--- src/rtl/wdt_pkg.sv ---
/*
  package of constants for the watchdog/interval timer: addresses, keys,
  field positions, reset values and timing counts.
  assumes a single 250 MHz system clock; one state equals one clock cycle.
*/
// Functional notes
// - 8-bit up-counter counts selected prescaled pulses
// - wrap ff to 00 sets overflow flag
// - counter zeroed by reset, hw standby, disable
// - control/status resets to 0x18, kept in sw standby
// - overflow flag cleared by read-1 then write-0
// - internal watchdog reset clears overflow flag
// - bit 6 selects interval or watchdog mode
// - bit 5 enables counting, zero holds counter
// - reserved bits read one, ignore writes
// - clock select picks one of eight dividers
// - reset control reset only by external pin
// - watchdog flag set only on watchdog-mode wrap
// - watchdog flag cleared by read-1 then write-0
// - reset enable gates chip reset on overflow
// - reset select picks power-on or manual
// - byte writes to counter/control ignored
// - key 5a to counter, a5 to control
// - reset control written by word only
// - key a5 with 00 clears watchdog flag only
// - key 5a loads reset enable and select
// - byte reads at ff74, ff75, ff77
// - internal reset held for 518 states
// - writes and flag reads blocked 132 states; overflow flag reads still arm the clear
// - pin reset beats watchdog reset, clears flag
// - counter write beats coincident increment
package wdt_pkg;
  localparam logic [15:0] WDT_ADDR_CS_WR = 16'hff74;
  localparam logic [15:0] WDT_ADDR_CS_RD = 16'hff74;
  localparam logic [15:0] WDT_ADDR_CNT_RD = 16'hff75;
  localparam logic [15:0] WDT_ADDR_RC_WR = 16'hff76;
  localparam logic [15:0] WDT_ADDR_RC_RD = 16'hff77;
  localparam logic [7:0] WDT_KEY_CNT = 8'h5a;
  localparam logic [7:0] WDT_KEY_CS = 8'ha5;
  localparam logic [7:0] WDT_CS_RESET = 8'h18;
  localparam logic [7:0] WDT_RC_RESET = 8'h1f;
  localparam logic [7:0] WDT_CS_RSVD = 8'h18;
  localparam logic [7:0] WDT_RC_RSVD = 8'h1f;
  localparam logic [7:0] WDT_CNT_MAX = 8'hff;
  localparam int WDT_BIT_FLAG = 7;
  localparam int WDT_BIT_MODE = 6;
  localparam int WDT_BIT_TME = 5;
  localparam int WDT_BIT_RESET_ENABLE = 6;
  localparam int WDT_BIT_RESET_TYPE_SELECT = 5;
  localparam int WDT_PRE_W = 17;
  localparam int WDT_CLK_MHZ = 250;
  localparam int WDT_STATE_NS = 4;
  localparam int WDT_RST_STATES = 518;
  localparam int WDT_BLOCK_STATES = 132;
  localparam int WDT_RST_CYC = (WDT_RST_STATES * WDT_STATE_NS * WDT_CLK_MHZ + 999) / 1000;
  localparam int WDT_BLOCK_CYC = (WDT_BLOCK_STATES * WDT_STATE_NS * WDT_CLK_MHZ + 999) / 1000;
  localparam logic [9:0] WDT_RST_CNT = 10'(WDT_RST_CYC);
  localparam logic [7:0] WDT_BLOCK_CNT = 8'(WDT_BLOCK_CYC);
endpackage : wdt_pkg

--- src/rtl/wdt_timer.sv ---
/*
  watchdog/interval timer core with password-protected word writes and byte reads.
  assumes the cpu bus presents address, write strobe with word flag, and read strobe
  in one cycle; read data is registered one cycle later.
*/
module wdt_timer (
  input wire logic clk_in,
  input wire logic rstn_in,
  input wire logic hw_standby_in,
  input wire logic sw_standby_in,
  input wire logic [15:0] addr_in,
  input wire logic wr_in,
  input wire logic word_in,
  input wire logic [15:0] wdata_in,
  input wire logic rd_in,
  output logic [7:0] rdata_out,
  output logic interval_interrupt_request_out,
  output logic chip_reset_out,
  output logic reset_type_select_out
);
  logic [7:0] wdt_count_reg;
  logic [7:0] wdt_count_next;
  logic overflow_flag_reg;
  logic overflow_flag_next;
  logic mode_select_reg;
  logic timer_enable_reg;
  logic [2:0] clock_select_reg;
  logic watchdog_overflow_flag_reg;
  logic watchdog_overflow_flag_next;
  logic reset_enable_reg;
  logic reset_type_select_reg;
  logic ovf_armed_reg;
  logic watchdog_overflow_flag_armed_reg;
  logic [7:0] block_reg;
  logic [7:0] rdata_reg;
  logic tick;
  logic pulse_active;
  logic [7:0] cs_value;
  logic [7:0] rc_value;
  logic blocked;
  logic word_wr;
  logic wr_cs_addr;
  logic wr_rc_addr;
  logic key_cnt;
  logic key_cs;
  logic wr_cnt;
  logic wr_cs;
  logic wr_rc_flag;
  logic wr_rc_ctrl;
  logic inc;
  logic wrap;
  logic wd_wrap;
  logic wd_soft;
  logic trig;
  logic rd_cs;
  logic rd_rc;
  logic [7:0] rd_mux;
  logic [9:0] rst_run_reg;
  // ----------------------------------------
  // prescaler and reset stretcher
  // ----------------------------------------
  wdt_prescaler u_pre (
    .clk_in(clk_in),
    .rstn_in(rstn_in),
    .hw_standby_in(hw_standby_in),
    .sel_in(clock_select_reg),
    .tick_out(tick)
  );
  wdt_reset_pulse u_pulse (
    .clk_in(clk_in),
    .rstn_in(rstn_in),
    .trig_in(trig),
    .active_out(pulse_active)
  );
  // ----------------------------------------
  // write decode
  // ----------------------------------------
  assign blocked = (block_reg != 8'h00);
  assign word_wr = wr_in && word_in && !blocked;
  assign wr_cs_addr = word_wr && (addr_in == wdt_pkg::WDT_ADDR_CS_WR);
  assign wr_rc_addr = word_wr && (addr_in == wdt_pkg::WDT_ADDR_RC_WR);
  assign key_cnt = (wdata_in[15:8] == wdt_pkg::WDT_KEY_CNT);
  assign key_cs = (wdata_in[15:8] == wdt_pkg::WDT_KEY_CS);
  assign wr_cnt = wr_cs_addr && key_cnt;
  assign wr_cs = wr_cs_addr && key_cs;
  assign wr_rc_flag = wr_rc_addr && key_cs && (wdata_in[7:0] == 8'h00);
  assign wr_rc_ctrl = wr_rc_addr && key_cnt;
  // ----------------------------------------
  // counting and overflow
  // ----------------------------------------
  assign inc = tick && timer_enable_reg && !sw_standby_in;
  assign wrap = inc && !wr_cnt && (wdt_count_reg == wdt_pkg::WDT_CNT_MAX);
  assign wd_wrap = wrap && mode_select_reg;
  assign trig = wd_wrap && reset_enable_reg;
  assign wd_soft = wd_wrap && !reset_enable_reg;
  always_comb
  begin
    wdt_count_next = wdt_count_reg;
    if (wr_cnt)
      wdt_count_next = wdata_in[7:0];
    else if (inc)
      wdt_count_next = wdt_count_reg + 8'h01;
    if (!timer_enable_reg || wd_soft || trig || (wr_cs && !wdata_in[wdt_pkg::WDT_BIT_TME]))
      wdt_count_next = 8'h00;
  end
  always_comb
  begin
    overflow_flag_next = overflow_flag_reg;
    if (wr_cs && !wdata_in[wdt_pkg::WDT_BIT_FLAG] && ovf_armed_reg)
      overflow_flag_next = 1'b0;
    if (wrap)
      overflow_flag_next = 1'b1;
    if (trig || wd_soft)
      overflow_flag_next = 1'b0;
  end
  always_comb
  begin
    watchdog_overflow_flag_next = watchdog_overflow_flag_reg;
    if (wr_rc_flag && watchdog_overflow_flag_armed_reg)
      watchdog_overflow_flag_next = 1'b0;
    if (wd_wrap)
      watchdog_overflow_flag_next = 1'b1;
  end
  // ----------------------------------------
  // read path
  // ----------------------------------------
  assign cs_value = {overflow_flag_reg, mode_select_reg, timer_enable_reg, 2'b11, clock_select_reg}
                    | wdt_pkg::WDT_CS_RSVD;
  assign rc_value = {watchdog_overflow_flag_reg, reset_enable_reg, reset_type_select_reg, 5'h00}
                    | wdt_pkg::WDT_RC_RSVD;
  assign rd_cs = rd_in && (addr_in == wdt_pkg::WDT_ADDR_CS_RD);
  assign rd_rc = rd_in && (addr_in == wdt_pkg::WDT_ADDR_RC_RD);
  assign rd_mux = rd_cs ? cs_value :
                  (rd_in && addr_in == wdt_pkg::WDT_ADDR_CNT_RD) ? wdt_count_reg :
                  rd_rc ? rc_value : 8'h00;
  // ----------------------------------------
  // registers
  // ----------------------------------------
  always_ff @(posedge clk_in or negedge rstn_in)
  begin
    if (!rstn_in)
    begin
      wdt_count_reg <= 8'h00;
      overflow_flag_reg <= 1'b0;
      mode_select_reg <= 1'b0;
      timer_enable_reg <= 1'b0;
      clock_select_reg <= 3'h0;
      ovf_armed_reg <= 1'b0;
    end
    else if (hw_standby_in || trig || wd_soft)
    begin
      wdt_count_reg <= 8'h00;
      overflow_flag_reg <= 1'b0;
      mode_select_reg <= 1'b0;
      timer_enable_reg <= 1'b0;
      clock_select_reg <= 3'h0;
      ovf_armed_reg <= 1'b0;
    end
    else
    begin
      wdt_count_reg <= wdt_count_next;
      overflow_flag_reg <= overflow_flag_next;
      if (wr_cs)
      begin
        mode_select_reg <= wdata_in[wdt_pkg::WDT_BIT_MODE];
        timer_enable_reg <= wdata_in[wdt_pkg::WDT_BIT_TME];
        clock_select_reg <= wdata_in[2:0];
      end
      if (rd_cs && overflow_flag_reg)
        ovf_armed_reg <= 1'b1;
      else if (!overflow_flag_next)
        ovf_armed_reg <= 1'b0;
    end
  end
  always_ff @(posedge clk_in or negedge rstn_in)
  begin
    if (!rstn_in)
    begin
      watchdog_overflow_flag_reg <= 1'b0;
      reset_enable_reg <= 1'b0;
      reset_type_select_reg <= 1'b0;
      watchdog_overflow_flag_armed_reg <= 1'b0;
      block_reg <= 8'h00;
      rdata_reg <= 8'h00;
    end
    else
    begin
      watchdog_overflow_flag_reg <= watchdog_overflow_flag_next;
      if (wr_rc_ctrl)
      begin
        reset_enable_reg <= wdata_in[wdt_pkg::WDT_BIT_RESET_ENABLE];
        reset_type_select_reg <= wdata_in[wdt_pkg::WDT_BIT_RESET_TYPE_SELECT];
      end
      if (rd_rc && watchdog_overflow_flag_reg && !blocked)
        watchdog_overflow_flag_armed_reg <= 1'b1;
      else if (!watchdog_overflow_flag_next)
        watchdog_overflow_flag_armed_reg <= 1'b0;
      if (wrap)
        block_reg <= wdt_pkg::WDT_BLOCK_CNT;
      else if (blocked)
        block_reg <= block_reg - 8'h01;
      if (rd_in)
        rdata_reg <= rd_mux;
    end
  end
  assign rdata_out = rdata_reg;
  assign interval_interrupt_request_out = overflow_flag_reg && !mode_select_reg;
  assign chip_reset_out = pulse_active;
  assign reset_type_select_out = reset_type_select_reg;
  // ----------------------------------------
  // checks
  // ----------------------------------------
  chk_wrap_sets_flag: assert property (@(posedge clk_in) disable iff (!rstn_in)
    wrap && !mode_select_reg && !hw_standby_in |=> overflow_flag_reg)
    else $error("wrap did not set overflow flag");
  chk_disable_zero: assert property (@(posedge clk_in) disable iff (!rstn_in)
    !timer_enable_reg |=> wdt_count_reg == 8'h00)
    else $error("counter not held at zero");
  chk_interval_no_watchdog_overflow_flag: assert property (@(posedge clk_in) disable iff (!rstn_in)
    !$past(watchdog_overflow_flag_reg) && watchdog_overflow_flag_reg |-> $past(wd_wrap))
    else $error("watchdog flag set without watchdog wrap");
  chk_byte_ignored: assert property (@(posedge clk_in) disable iff (!rstn_in)
    wr_in && !word_in && timer_enable_reg && !inc && !hw_standby_in |=> $stable(wdt_count_reg))
    else $error("byte write changed counter");
  chk_cnt_key: assert property (@(posedge clk_in) disable iff (!rstn_in)
    wr_cnt && timer_enable_reg && !hw_standby_in |=> wdt_count_reg == $past(wdata_in[7:0]))
    else $error("counter write lost");
  chk_block_window: assert property (@(posedge clk_in) disable iff (!rstn_in)
    wrap |=> blocked [*8])
    else $error("write block window too short");
  chk_reset_trig: assert property (@(posedge clk_in) disable iff (!rstn_in)
    trig |-> ##[1:2] chip_reset_out)
    else $error("chip reset not raised");
  chk_rsvd_ones: assert property (@(posedge clk_in) disable iff (!rstn_in)
    rd_cs |=> rdata_out[4:3] == 2'b11)
    else $error("reserved bits not one");
  // length of the running chip reset pulse
  always_ff @(posedge clk_in or negedge rstn_in)
  begin
    if (!rstn_in)
      rst_run_reg <= 10'h000;
    else if (chip_reset_out)
      rst_run_reg <= rst_run_reg + 10'h001;
    else
      rst_run_reg <= 10'h000;
  end
  chk_pulse_run: assert property (@(posedge clk_in) disable iff (!rstn_in)
    $fell(chip_reset_out) |-> rst_run_reg == wdt_pkg::WDT_RST_CNT)
    else $error("chip reset pulse length wrong");
  chk_count_step: assert property (@(posedge clk_in) disable iff (!rstn_in)
    inc && !wr_cnt && !wr_cs && !hw_standby_in && wdt_count_reg != wdt_pkg::WDT_CNT_MAX
    |=> wdt_count_reg == $past(wdt_count_reg) + 8'h01)
    else $error("counter did not step");
  chk_count_hold: assert property (@(posedge clk_in) disable iff (!rstn_in)
    timer_enable_reg && !inc && !wr_cnt && !wr_cs && !hw_standby_in |=> $stable(wdt_count_reg))
    else $error("counter moved without tick");
  chk_wrap_zero: assert property (@(posedge clk_in) disable iff (!rstn_in)
    wrap && !hw_standby_in |=> wdt_count_reg == 8'h00)
    else $error("wrap did not reach zero");
  chk_hw_standby: assert property (@(posedge clk_in) disable iff (!rstn_in)
    hw_standby_in |=> wdt_count_reg == 8'h00 && cs_value == wdt_pkg::WDT_CS_RESET)
    else $error("hardware standby did not reset");
  chk_sw_freeze: assert property (@(posedge clk_in) disable iff (!rstn_in)
    sw_standby_in && !wr_cnt && !wr_cs && !hw_standby_in |=> $stable(wdt_count_reg))
    else $error("counter moved in software standby");
  chk_ovf_clear: assert property (@(posedge clk_in) disable iff (!rstn_in)
    $fell(overflow_flag_reg) |-> ($past(wr_cs) && $past(ovf_armed_reg)) || $past(trig) || $past(wd_soft)
    || $past(hw_standby_in))
    else $error("overflow flag cleared without cause");
  chk_irq_on_wrap: assert property (@(posedge clk_in) disable iff (!rstn_in)
    wrap && !mode_select_reg && !wr_cs && !hw_standby_in |=> interval_interrupt_request_out)
    else $error("interval request missing after wrap");
  chk_rsvd_rc: assert property (@(posedge clk_in) disable iff (!rstn_in)
    rd_rc |=> (rdata_out & wdt_pkg::WDT_RC_RSVD) == wdt_pkg::WDT_RC_RSVD)
    else $error("reset control reserved bits not one");
  chk_rc_keep: assert property (@(posedge clk_in) disable iff (!rstn_in)
    !wr_rc_ctrl |=> $stable(reset_enable_reg) && $stable(reset_type_select_reg))
    else $error("reset control changed without write");
  chk_watchdog_overflow_flag_set: assert property (@(posedge clk_in) disable iff (!rstn_in)
    wd_wrap |=> watchdog_overflow_flag_reg)
    else $error("watchdog flag not set on wrap");
  chk_watchdog_overflow_flag_clear: assert property (@(posedge clk_in) disable iff (!rstn_in)
    $fell(watchdog_overflow_flag_reg) |-> $past(wr_rc_flag) && $past(watchdog_overflow_flag_armed_reg))
    else $error("watchdog flag cleared without armed write");
  chk_soft_reset: assert property (@(posedge clk_in) disable iff (!rstn_in)
    wd_soft && !chip_reset_out |=> !chip_reset_out && wdt_count_reg == 8'h00
    && cs_value == wdt_pkg::WDT_CS_RESET)
    else $error("soft watchdog reset wrong");
  chk_byte_no_write: assert property (@(posedge clk_in) disable iff (!rstn_in)
    wr_in && !word_in && !hw_standby_in && !wrap |=> $stable(mode_select_reg) && $stable(timer_enable_reg)
    && $stable(clock_select_reg) && $stable(reset_enable_reg) && $stable(reset_type_select_reg))
    else $error("byte write changed a register");
  chk_cs_route: assert property (@(posedge clk_in) disable iff (!rstn_in)
    wr_cs && !hw_standby_in && !wrap |=> clock_select_reg == $past(wdata_in[2:0])
    && mode_select_reg == $past(wdata_in[wdt_pkg::WDT_BIT_MODE]))
    else $error("control write lost");
  chk_flag_only: assert property (@(posedge clk_in) disable iff (!rstn_in)
    wr_rc_flag && watchdog_overflow_flag_armed_reg && !wd_wrap |=> !watchdog_overflow_flag_reg && $stable(reset_enable_reg)
    && $stable(reset_type_select_reg))
    else $error("flag clear write wrong");
  chk_rc_load: assert property (@(posedge clk_in) disable iff (!rstn_in)
    wr_rc_ctrl && !wd_wrap |=> reset_enable_reg == $past(wdata_in[wdt_pkg::WDT_BIT_RESET_ENABLE])
    && reset_type_select_reg == $past(wdata_in[wdt_pkg::WDT_BIT_RESET_TYPE_SELECT]) && $stable(watchdog_overflow_flag_reg))
    else $error("reset control load wrong");
  chk_cnt_read: assert property (@(posedge clk_in) disable iff (!rstn_in)
    rd_in && addr_in == wdt_pkg::WDT_ADDR_CNT_RD |=> rdata_out == $past(wdt_count_reg))
    else $error("counter read wrong");
  chk_block_read: assert property (@(posedge clk_in) disable iff (!rstn_in)
    rd_rc && blocked && !watchdog_overflow_flag_armed_reg |=> !watchdog_overflow_flag_armed_reg)
    else $error("blocked read armed the flag");
  chk_block_write: assert property (@(posedge clk_in) disable iff (!rstn_in)
    wr_in && blocked && !hw_standby_in && !wrap |=> $stable(mode_select_reg) && $stable(reset_enable_reg)
    && $stable(watchdog_overflow_flag_reg))
    else $error("write taken inside block window");
  chk_key_unknown: assert property (@(posedge clk_in) disable iff (!rstn_in)
    wr_in && word_in && !key_cnt && !key_cs && !hw_standby_in && !wrap |=> $stable(mode_select_reg)
    && $stable(clock_select_reg) && $stable(reset_enable_reg) && $stable(reset_type_select_reg))
    else $error("unknown key write taken");
endmodule : wdt_timer

--- src/rtl/wdt_prescaler.sv ---
/*
  free-running prescaler giving a one-cycle tick at the selected division.
  assumes the select only changes while the counter is stopped.
*/
module wdt_prescaler (
  input wire logic clk_in,
  input wire logic rstn_in,
  input wire logic hw_standby_in,
  input wire logic [2:0] sel_in,
  output logic tick_out
);
  logic [wdt_pkg::WDT_PRE_W-1:0] pre_reg;
  logic [wdt_pkg::WDT_PRE_W-1:0] pre_next;
  logic [wdt_pkg::WDT_PRE_W-1:0] mask;
  // ----------------------------------------
  // divider mask per select code
  // ----------------------------------------
  function automatic logic [wdt_pkg::WDT_PRE_W-1:0] div_mask(input logic [2:0] s);
    case (s)
      3'h0: div_mask = 17'h00001;
      3'h1: div_mask = 17'h0003f;
      3'h2: div_mask = 17'h0007f;
      3'h3: div_mask = 17'h001ff;
      3'h4: div_mask = 17'h007ff;
      3'h5: div_mask = 17'h01fff;
      3'h6: div_mask = 17'h07fff;
      default: div_mask = 17'h1ffff;
    endcase
  endfunction : div_mask
  assign mask = div_mask(sel_in);
  assign pre_next = pre_reg + 17'h00001;
  assign tick_out = ((pre_reg & mask) == mask);
  always_ff @(posedge clk_in or negedge rstn_in)
  begin
    if (!rstn_in)
      pre_reg <= '0;
    else if (hw_standby_in)
      pre_reg <= '0;
    else
      pre_reg <= pre_next;
  end
endmodule : wdt_prescaler

--- src/rtl/wdt_reset_pulse.sv ---
/*
  stretches a one-cycle trigger into a fixed-length chip reset level.
  assumes the trigger is ignored while a pulse is already running.
*/
module wdt_reset_pulse (
  input wire logic clk_in,
  input wire logic rstn_in,
  input wire logic trig_in,
  output logic active_out
);
  logic [9:0] cnt_reg;
  logic [9:0] cnt_next;
  assign active_out = (cnt_reg != 10'h000);
  assign cnt_next = trig_in && !active_out ? wdt_pkg::WDT_RST_CNT :
                    active_out ? cnt_reg - 10'h001 : 10'h000;
  always_ff @(posedge clk_in or negedge rstn_in)
  begin
    if (!rstn_in)
      cnt_reg <= 10'h000;
    else
      cnt_reg <= cnt_next;
  end
  chk_pulse_length: assert property (@(posedge clk_in) disable iff (!rstn_in)
    $rose(active_out) |-> active_out [*8])
    else $error("reset pulse too short");
endmodule : wdt_reset_pulse

--- config.mk ---
export PLATFORM = sky130hd
export DESIGN_NAME = wdt_timer
export DESIGN_NICKNAME = d
export VERILOG_FILES = /design/src/rtl/wdt_pkg.sv /design/src/rtl/wdt_timer.sv /design/src/rtl/wdt_prescaler.sv /design/src/rtl/wdt_reset_pulse.sv
export SDC_FILE = /design/constraint.sdc
export NUM_CORES = 1
export LEC_CHECK = 0
export BUFFER_PORTS_ARGS = -buffer_cell sky130_fd_sc_hd__buf_2
export CAP_MARGIN = 20
export CORE_ASPECT_RATIO = 1.2
export CORE_MARGIN = 5
export CORE_UTILIZATION = 52
export CTS_BUF_LIST = sky130_fd_sc_hd__clkbuf_16
export DETAILED_ROUTE_END_ITERATION = 16
export GPL_TIMING_DRIVEN = 0
export PLACE_DENSITY = 0.76
export SYNTH_ARGS = -nofsm -noshare
export SYNTH_HDL_FRONTEND = slang
export SYNTH_HIERARCHICAL = 1
export SYNTH_SLANG_ARGS = --single-unit
--- constraint.sdc ---
create_clock -name clk_in -period 2.8 [get_ports clk_in]
set_input_delay 0.14 -clock clk_in [delete_from_list [all_inputs] [get_ports clk_in]]
set_output_delay 0.14 -clock clk_in [all_outputs]
set_load 0.02 [all_outputs]
# == Word-level counts from Yosys, hierarchy flattened ==
# Cells that the tools add are included.
# totals
regBits,62
in_bits,39
output_inout_bits,11
word_cells,115
# classes
add_sub_neg,4
eq_ne,16
n_mux,30
n_bitwise,1
n_reduce_logical,50
# op_table
op,n
$pmux 17 s7,1
$mux 8,9
$eq 16x16->1 const B,4
$logic_and 1x1->1,28
$mux 10,2
$add 17x1->17 const B,1
$and 17x17->17,1
$eq 17x17->1,1
$mux 17,1
$eq 8x8->1 const B,2
$mux 1,15
$reduce_bool 10->1,1
$sub 10x1->10 const B,1
$eq 3x3->1 const B,3
$logic_not 1->1,9
$add 8x1->8 const B,1
$eq 8x7->1 const B,1
$logic_not 8->1,1
$reduce_bool 8->1,1
$sub 8x1->8 const B,1
$eq 3x2->1 const B,2
$logic_or 1x1->1,6
$mux 3,2
$reduce_bool 2->1,2
5 further kinds,5

# == Depth between registers and ports, before layout ==
# logic_depth
word_depth,15
ltp_mapped,13
mapped_depth_nobuf,11

# == Cells and area by module ==
# Netlist, hierarchy kept.
# by_module_without_submodules
mod,n_inst,cells_each,area_each_um2,seq_area_each_um2
wdt_timer,1,213,2097.0,875.8
wdt_prescaler,1,94,883.3,425.4
wdt_reset_pulse,1,54,541.8,250.2

# == Least setup slack after synthesis ==
# No wires, ideal clock.
# synth_timing
path_kind,reg2reg
start,reg u_pre/pre_reg[13] (netlist bit)
end,reg u_pulse.cnt_reg[9]
setup_time_ns,0.076
arrival_ns,2.706
t_required_ns,2.724
path_slack_ns,0.018
path_stages_with_launch,14
n_path_buf,2
synth_period_minus_slack_ns,2.782
cell_sequence,dfrtp_1 > clkbuf_1 > nand4_1 > a211oi_1 > a31oi_1 > nor3_1 > and3b_1 > dlygate4sd2_1 > nand4_1 > nor4_1 > and2_1 > nor3b_1 > a211o_1 > o21ai_1
# synth_between
elab_chain_len,10
# synth_lines
element,line,rtl
start: declaration,wdt_prescaler.sv:12,logic [wdt_pkg::WDT_PRE_W-1:0] pre_reg;
start signal: assignment,wdt_prescaler.sv:40,pre_reg <= pre_next;
$and 17x17->17,wdt_prescaler.sv:32,assign tick_out = ((pre_reg & mask) == mask);
$eq 17x17->1,wdt_prescaler.sv:32,
named net tick,wdt_timer.sv:36,logic tick;
$logic_and 1x1->1 (2 in series),wdt_timer.sv:91,assign inc = tick && timer_enable_reg && !sw_standby_in;
$logic_and 1x1->1 (2 in series),wdt_timer.sv:92,assign wrap = inc && !wr_cnt && (wdt_count_reg == wdt_pkg::WDT_CNT_MAX);
$logic_and 1x1->1,wdt_timer.sv:93,assign wd_wrap = wrap && mode_select_reg;
$logic_and 1x1->1,wdt_timer.sv:94,assign trig = wd_wrap && reset_enable_reg;
named net trig,wdt_timer.sv:54,logic trig;
$logic_and 1x1->1,wdt_reset_pulse.sv:14,assign cnt_next = trig_in && !active_out ? wdt_pkg::WDT_RST_CNT :
$mux 10,wdt_reset_pulse.sv:14,
named net u_pulse.cnt_next[9],wdt_reset_pulse.sv:12,logic [9:0] cnt_next;
end signal: assignment,wdt_reset_pulse.sv:21,cnt_reg <= cnt_next;
end: declaration,wdt_reset_pulse.sv:11,logic [9:0] cnt_reg;
# The timed path passes the listed nets, and every way through them passes these cells.
# A chain may end at the register's enable or synchronous reset.

# == Worst setup path in the final report ==
# layout_timing
start,reg u_pre/pre_reg[7] (netlist bit)
end,reg u_pulse.cnt_reg[9]
# The elaborated chain is that of the path after synthesis.

==> reports/metrics.csv <==
metric,value,unit
antenna-diode-count,0,
worstPathRequired,3040,ps
grt_max_degree,25,
r2r-start,u_pre/pre_reg[7],
largest_reg_flops,17,
cts_tree,built,
final_cells,516,
synth_nets,405,
viasPerCell,5.60,
synth_edf_count,0,
synthArstFlopShare,100,%
hpwlAfterDp,5840,µm
max_freq,386,MHz
synth.most_common_cell,dfrtp_1,
place_congestion,0.875,
grt_pass1_wl,13400,µm
cts_buffers,9,
min_period_over_period,92.6,%
reg2reg_slack,210,ps
min_to,wdt_count_reg[3],
tightest_slew,985,ps
relSlewSlack,33.7,%
grt_usage,19.5,%
antenna_found_initial,0,
seq_area_frac_synth,44.0,%
initial_utilization,54.0,%
dieArea,8530,µm²
die_w,85.1,µm
vdd_ir_drop_max,0.368,mV
slew_viol_final,0,
fin_ws,208,ps
hp-start,wdata_in[3],
finalSetupViolCount,0,
synthFlopType,dfrtp_1,
placed_cells,496,
r2r_end,u_pulse/cnt_reg[9],
holdPathStages,2,
ys_ff_latch,62,
grt_pass1_vias,2972,
maxCapViolCount,0,
worst-path-max-fanout,6,
dr.first_iter.drc_count,123,
hold_ws,91.3,ps
dp_slack,-572,ps
grt-ovfl-total,0,
critical_path_arrival,2840,ps
die_h,100,µm
critical-path-slowest-cell,dfrtp_1,
status,finished clean,
crit_path_max_incr_delay,410,ps
ant_nets,0,
synthTopCellsByArea,"dfrtp_1 (44%), nor2_1 (4.2%), xor2_1 (3.2%)",
cts.clk_slew.worst_paths,50,ps
power,1.93,mW
p_leak,1.89,nW
p_per_area,455,nW/µm²
reg2reg_depth,11,
area_delta_synth_final,20.6,%
h-tree-depth,3,
clock-root-buffer,clkbuf_16,
final.setup.tns,0,ps
yosysUniqueCellTypes,58,
synthTopCellsByCount,"dfrtp_1 (62), nor2_1 (39), nand2_1 (29)",
drtPass1Iterations,4,
drcViolationCount,0,
synth.avg_cell_area,9.76,µm²
coreArea,6530,µm²
min_path_type,input port to register,
clk_path_buf_depth,2,
wl_per_cell,15.0,µm
drive_above_1_share,23.7,%
cp_cell_sequence,nand4_1 -> o21ai_1 -> a31oi_1 -> nor3_2 -> and3b_2 -> nand4_1 -> nor4_2 -> and2_1 -> nor3b_1 -> a211o_1 -> o21ai_1,
hold_viol_final,0,
stdcell_area,4250,µm²
synth_top_area_share,44.0,%
period_needed,2590,ps
yosys_warnings,6,
io_buffers,48,
critical_path.endpoint_type,register,
wl,7760,µm
final_core_util,65.1,%
placed_area,3920,µm²
clkSinkCount,62,
yosys.area.top_type,dfrtp_1,
via_count,2888,
final_nets,472,
crit_path_start_kind,register,
synth_cells,361,
crit_type,register to register,
rows,32,
io_pins,50,
synthesis.area,3520,µm²
clock_skew,5.01,ps
clk_latency,320,ps
## critical path, delay by kind of cell, from the launching register on
kind | cells | cell delay [ps]
AO/OA/AOI/OAI | 4 | 670
flip-flops | 1 | 410
AND/OR/NAND/NOR | 7 | 1440
## routing by layer
layer,global-route usage [%],part of all wire (%)
met2,33.4,50
met3,4.52,4.5
met4,8.28,1.7
met5,0,0
met1,23.4,43
## layout make-up
cell class | count | area, µm²
Multi-Input combinational cell | 267 | 1860
Tap cell | 85 | 106
Clock inverter | 5 | 20.0
Fill cell | 537 | 2280
Clock buffer | 9 | 225
Inverter | 19 | 71.3
Timing Repair Buffer | 58 | 358
Buffer | 11 | 56.3
Sequential cell | 62 | 1550
## report_power, final
| group | total, mW | internal, mW | switching, mW |
|---|---|---|---|
| Sequential | 0.907 | 0.901 | 0.00586 |
| Combinational | 0.100 | 0.0430 | 0.0571 |
| Clock | 0.925 | 0.572 | 0.353 |
| Total | 1.93 | 1.52 | 0.416 |
## cells in the final DEF (no fill, tap or decap), drive strengths merged, types with 5 or more instances in the layout
master / netlist / layout
nand4: 10 / 10
nor2b: 9 / 9
a21oi: 10 / 10
xor2: 13 / 13
xnor2: 12 / 12
o211a: 8 / 8
dfrtp: 62 / 62
ha: 5 / 5
buf: 2 / 59
nor2: 39 / 39
or3: 11 / 11
o21ai: 18 / 18
or4: 5 / 5
nor3: 10 / 10
clkbuf: 10 / 18
inv: 19 / 20
nand3: 17 / 17
nand2: 29 / 29
nor4: 9 / 9
mux2i: 6 / 6
mux2: 9 / 9
## worst max path at each step
stage | end | startpoint | cells after the start
6_report | u_pulse/cnt_reg[9] | u_pre/pre_reg[7] | 11
3_3_place_gp | overflow_flag_reg | u_pre/pre_reg[13] | 11
3_5_place_dp | overflow_flag_reg | u_pre/pre_reg[13] | 11
2_1_floorplan | u_pulse/cnt_reg[9] | u_pre/pre_reg[13] | 13
4_1_cts | u_pulse/cnt_reg[9] | u_pre/pre_reg[7] | 11
5_1_grt | u_pulse/cnt_reg[9] | u_pre/pre_reg[7] | 11
## cells by family (layout without fill, tap and decap cells)
kind of cell	count (synthesis)	count (layout)	share of synthesized area, %
adders and majority gates	5	5	1.78
DFF	62	62	44.0
buffers and inverters	32	102	3.98
muxes	15	15	4.58
and+or+nand+nor	164	164	27.8
AOI/OAI and AO/OA	58	58	11.6
xor gates and xnor gates	25	25	6.22
## timing repair
item | in CTS | in global routing
buffers inserted | 5 | 2
hold buffers | 1 | 0
resized for setup | 4 | 4
pin swaps | 4 | 2
setup endpoints to repair | 27 | 25
hold endpoints to repair | 18 | 0
Note: power is estimated with default switching activity, not from simulation.
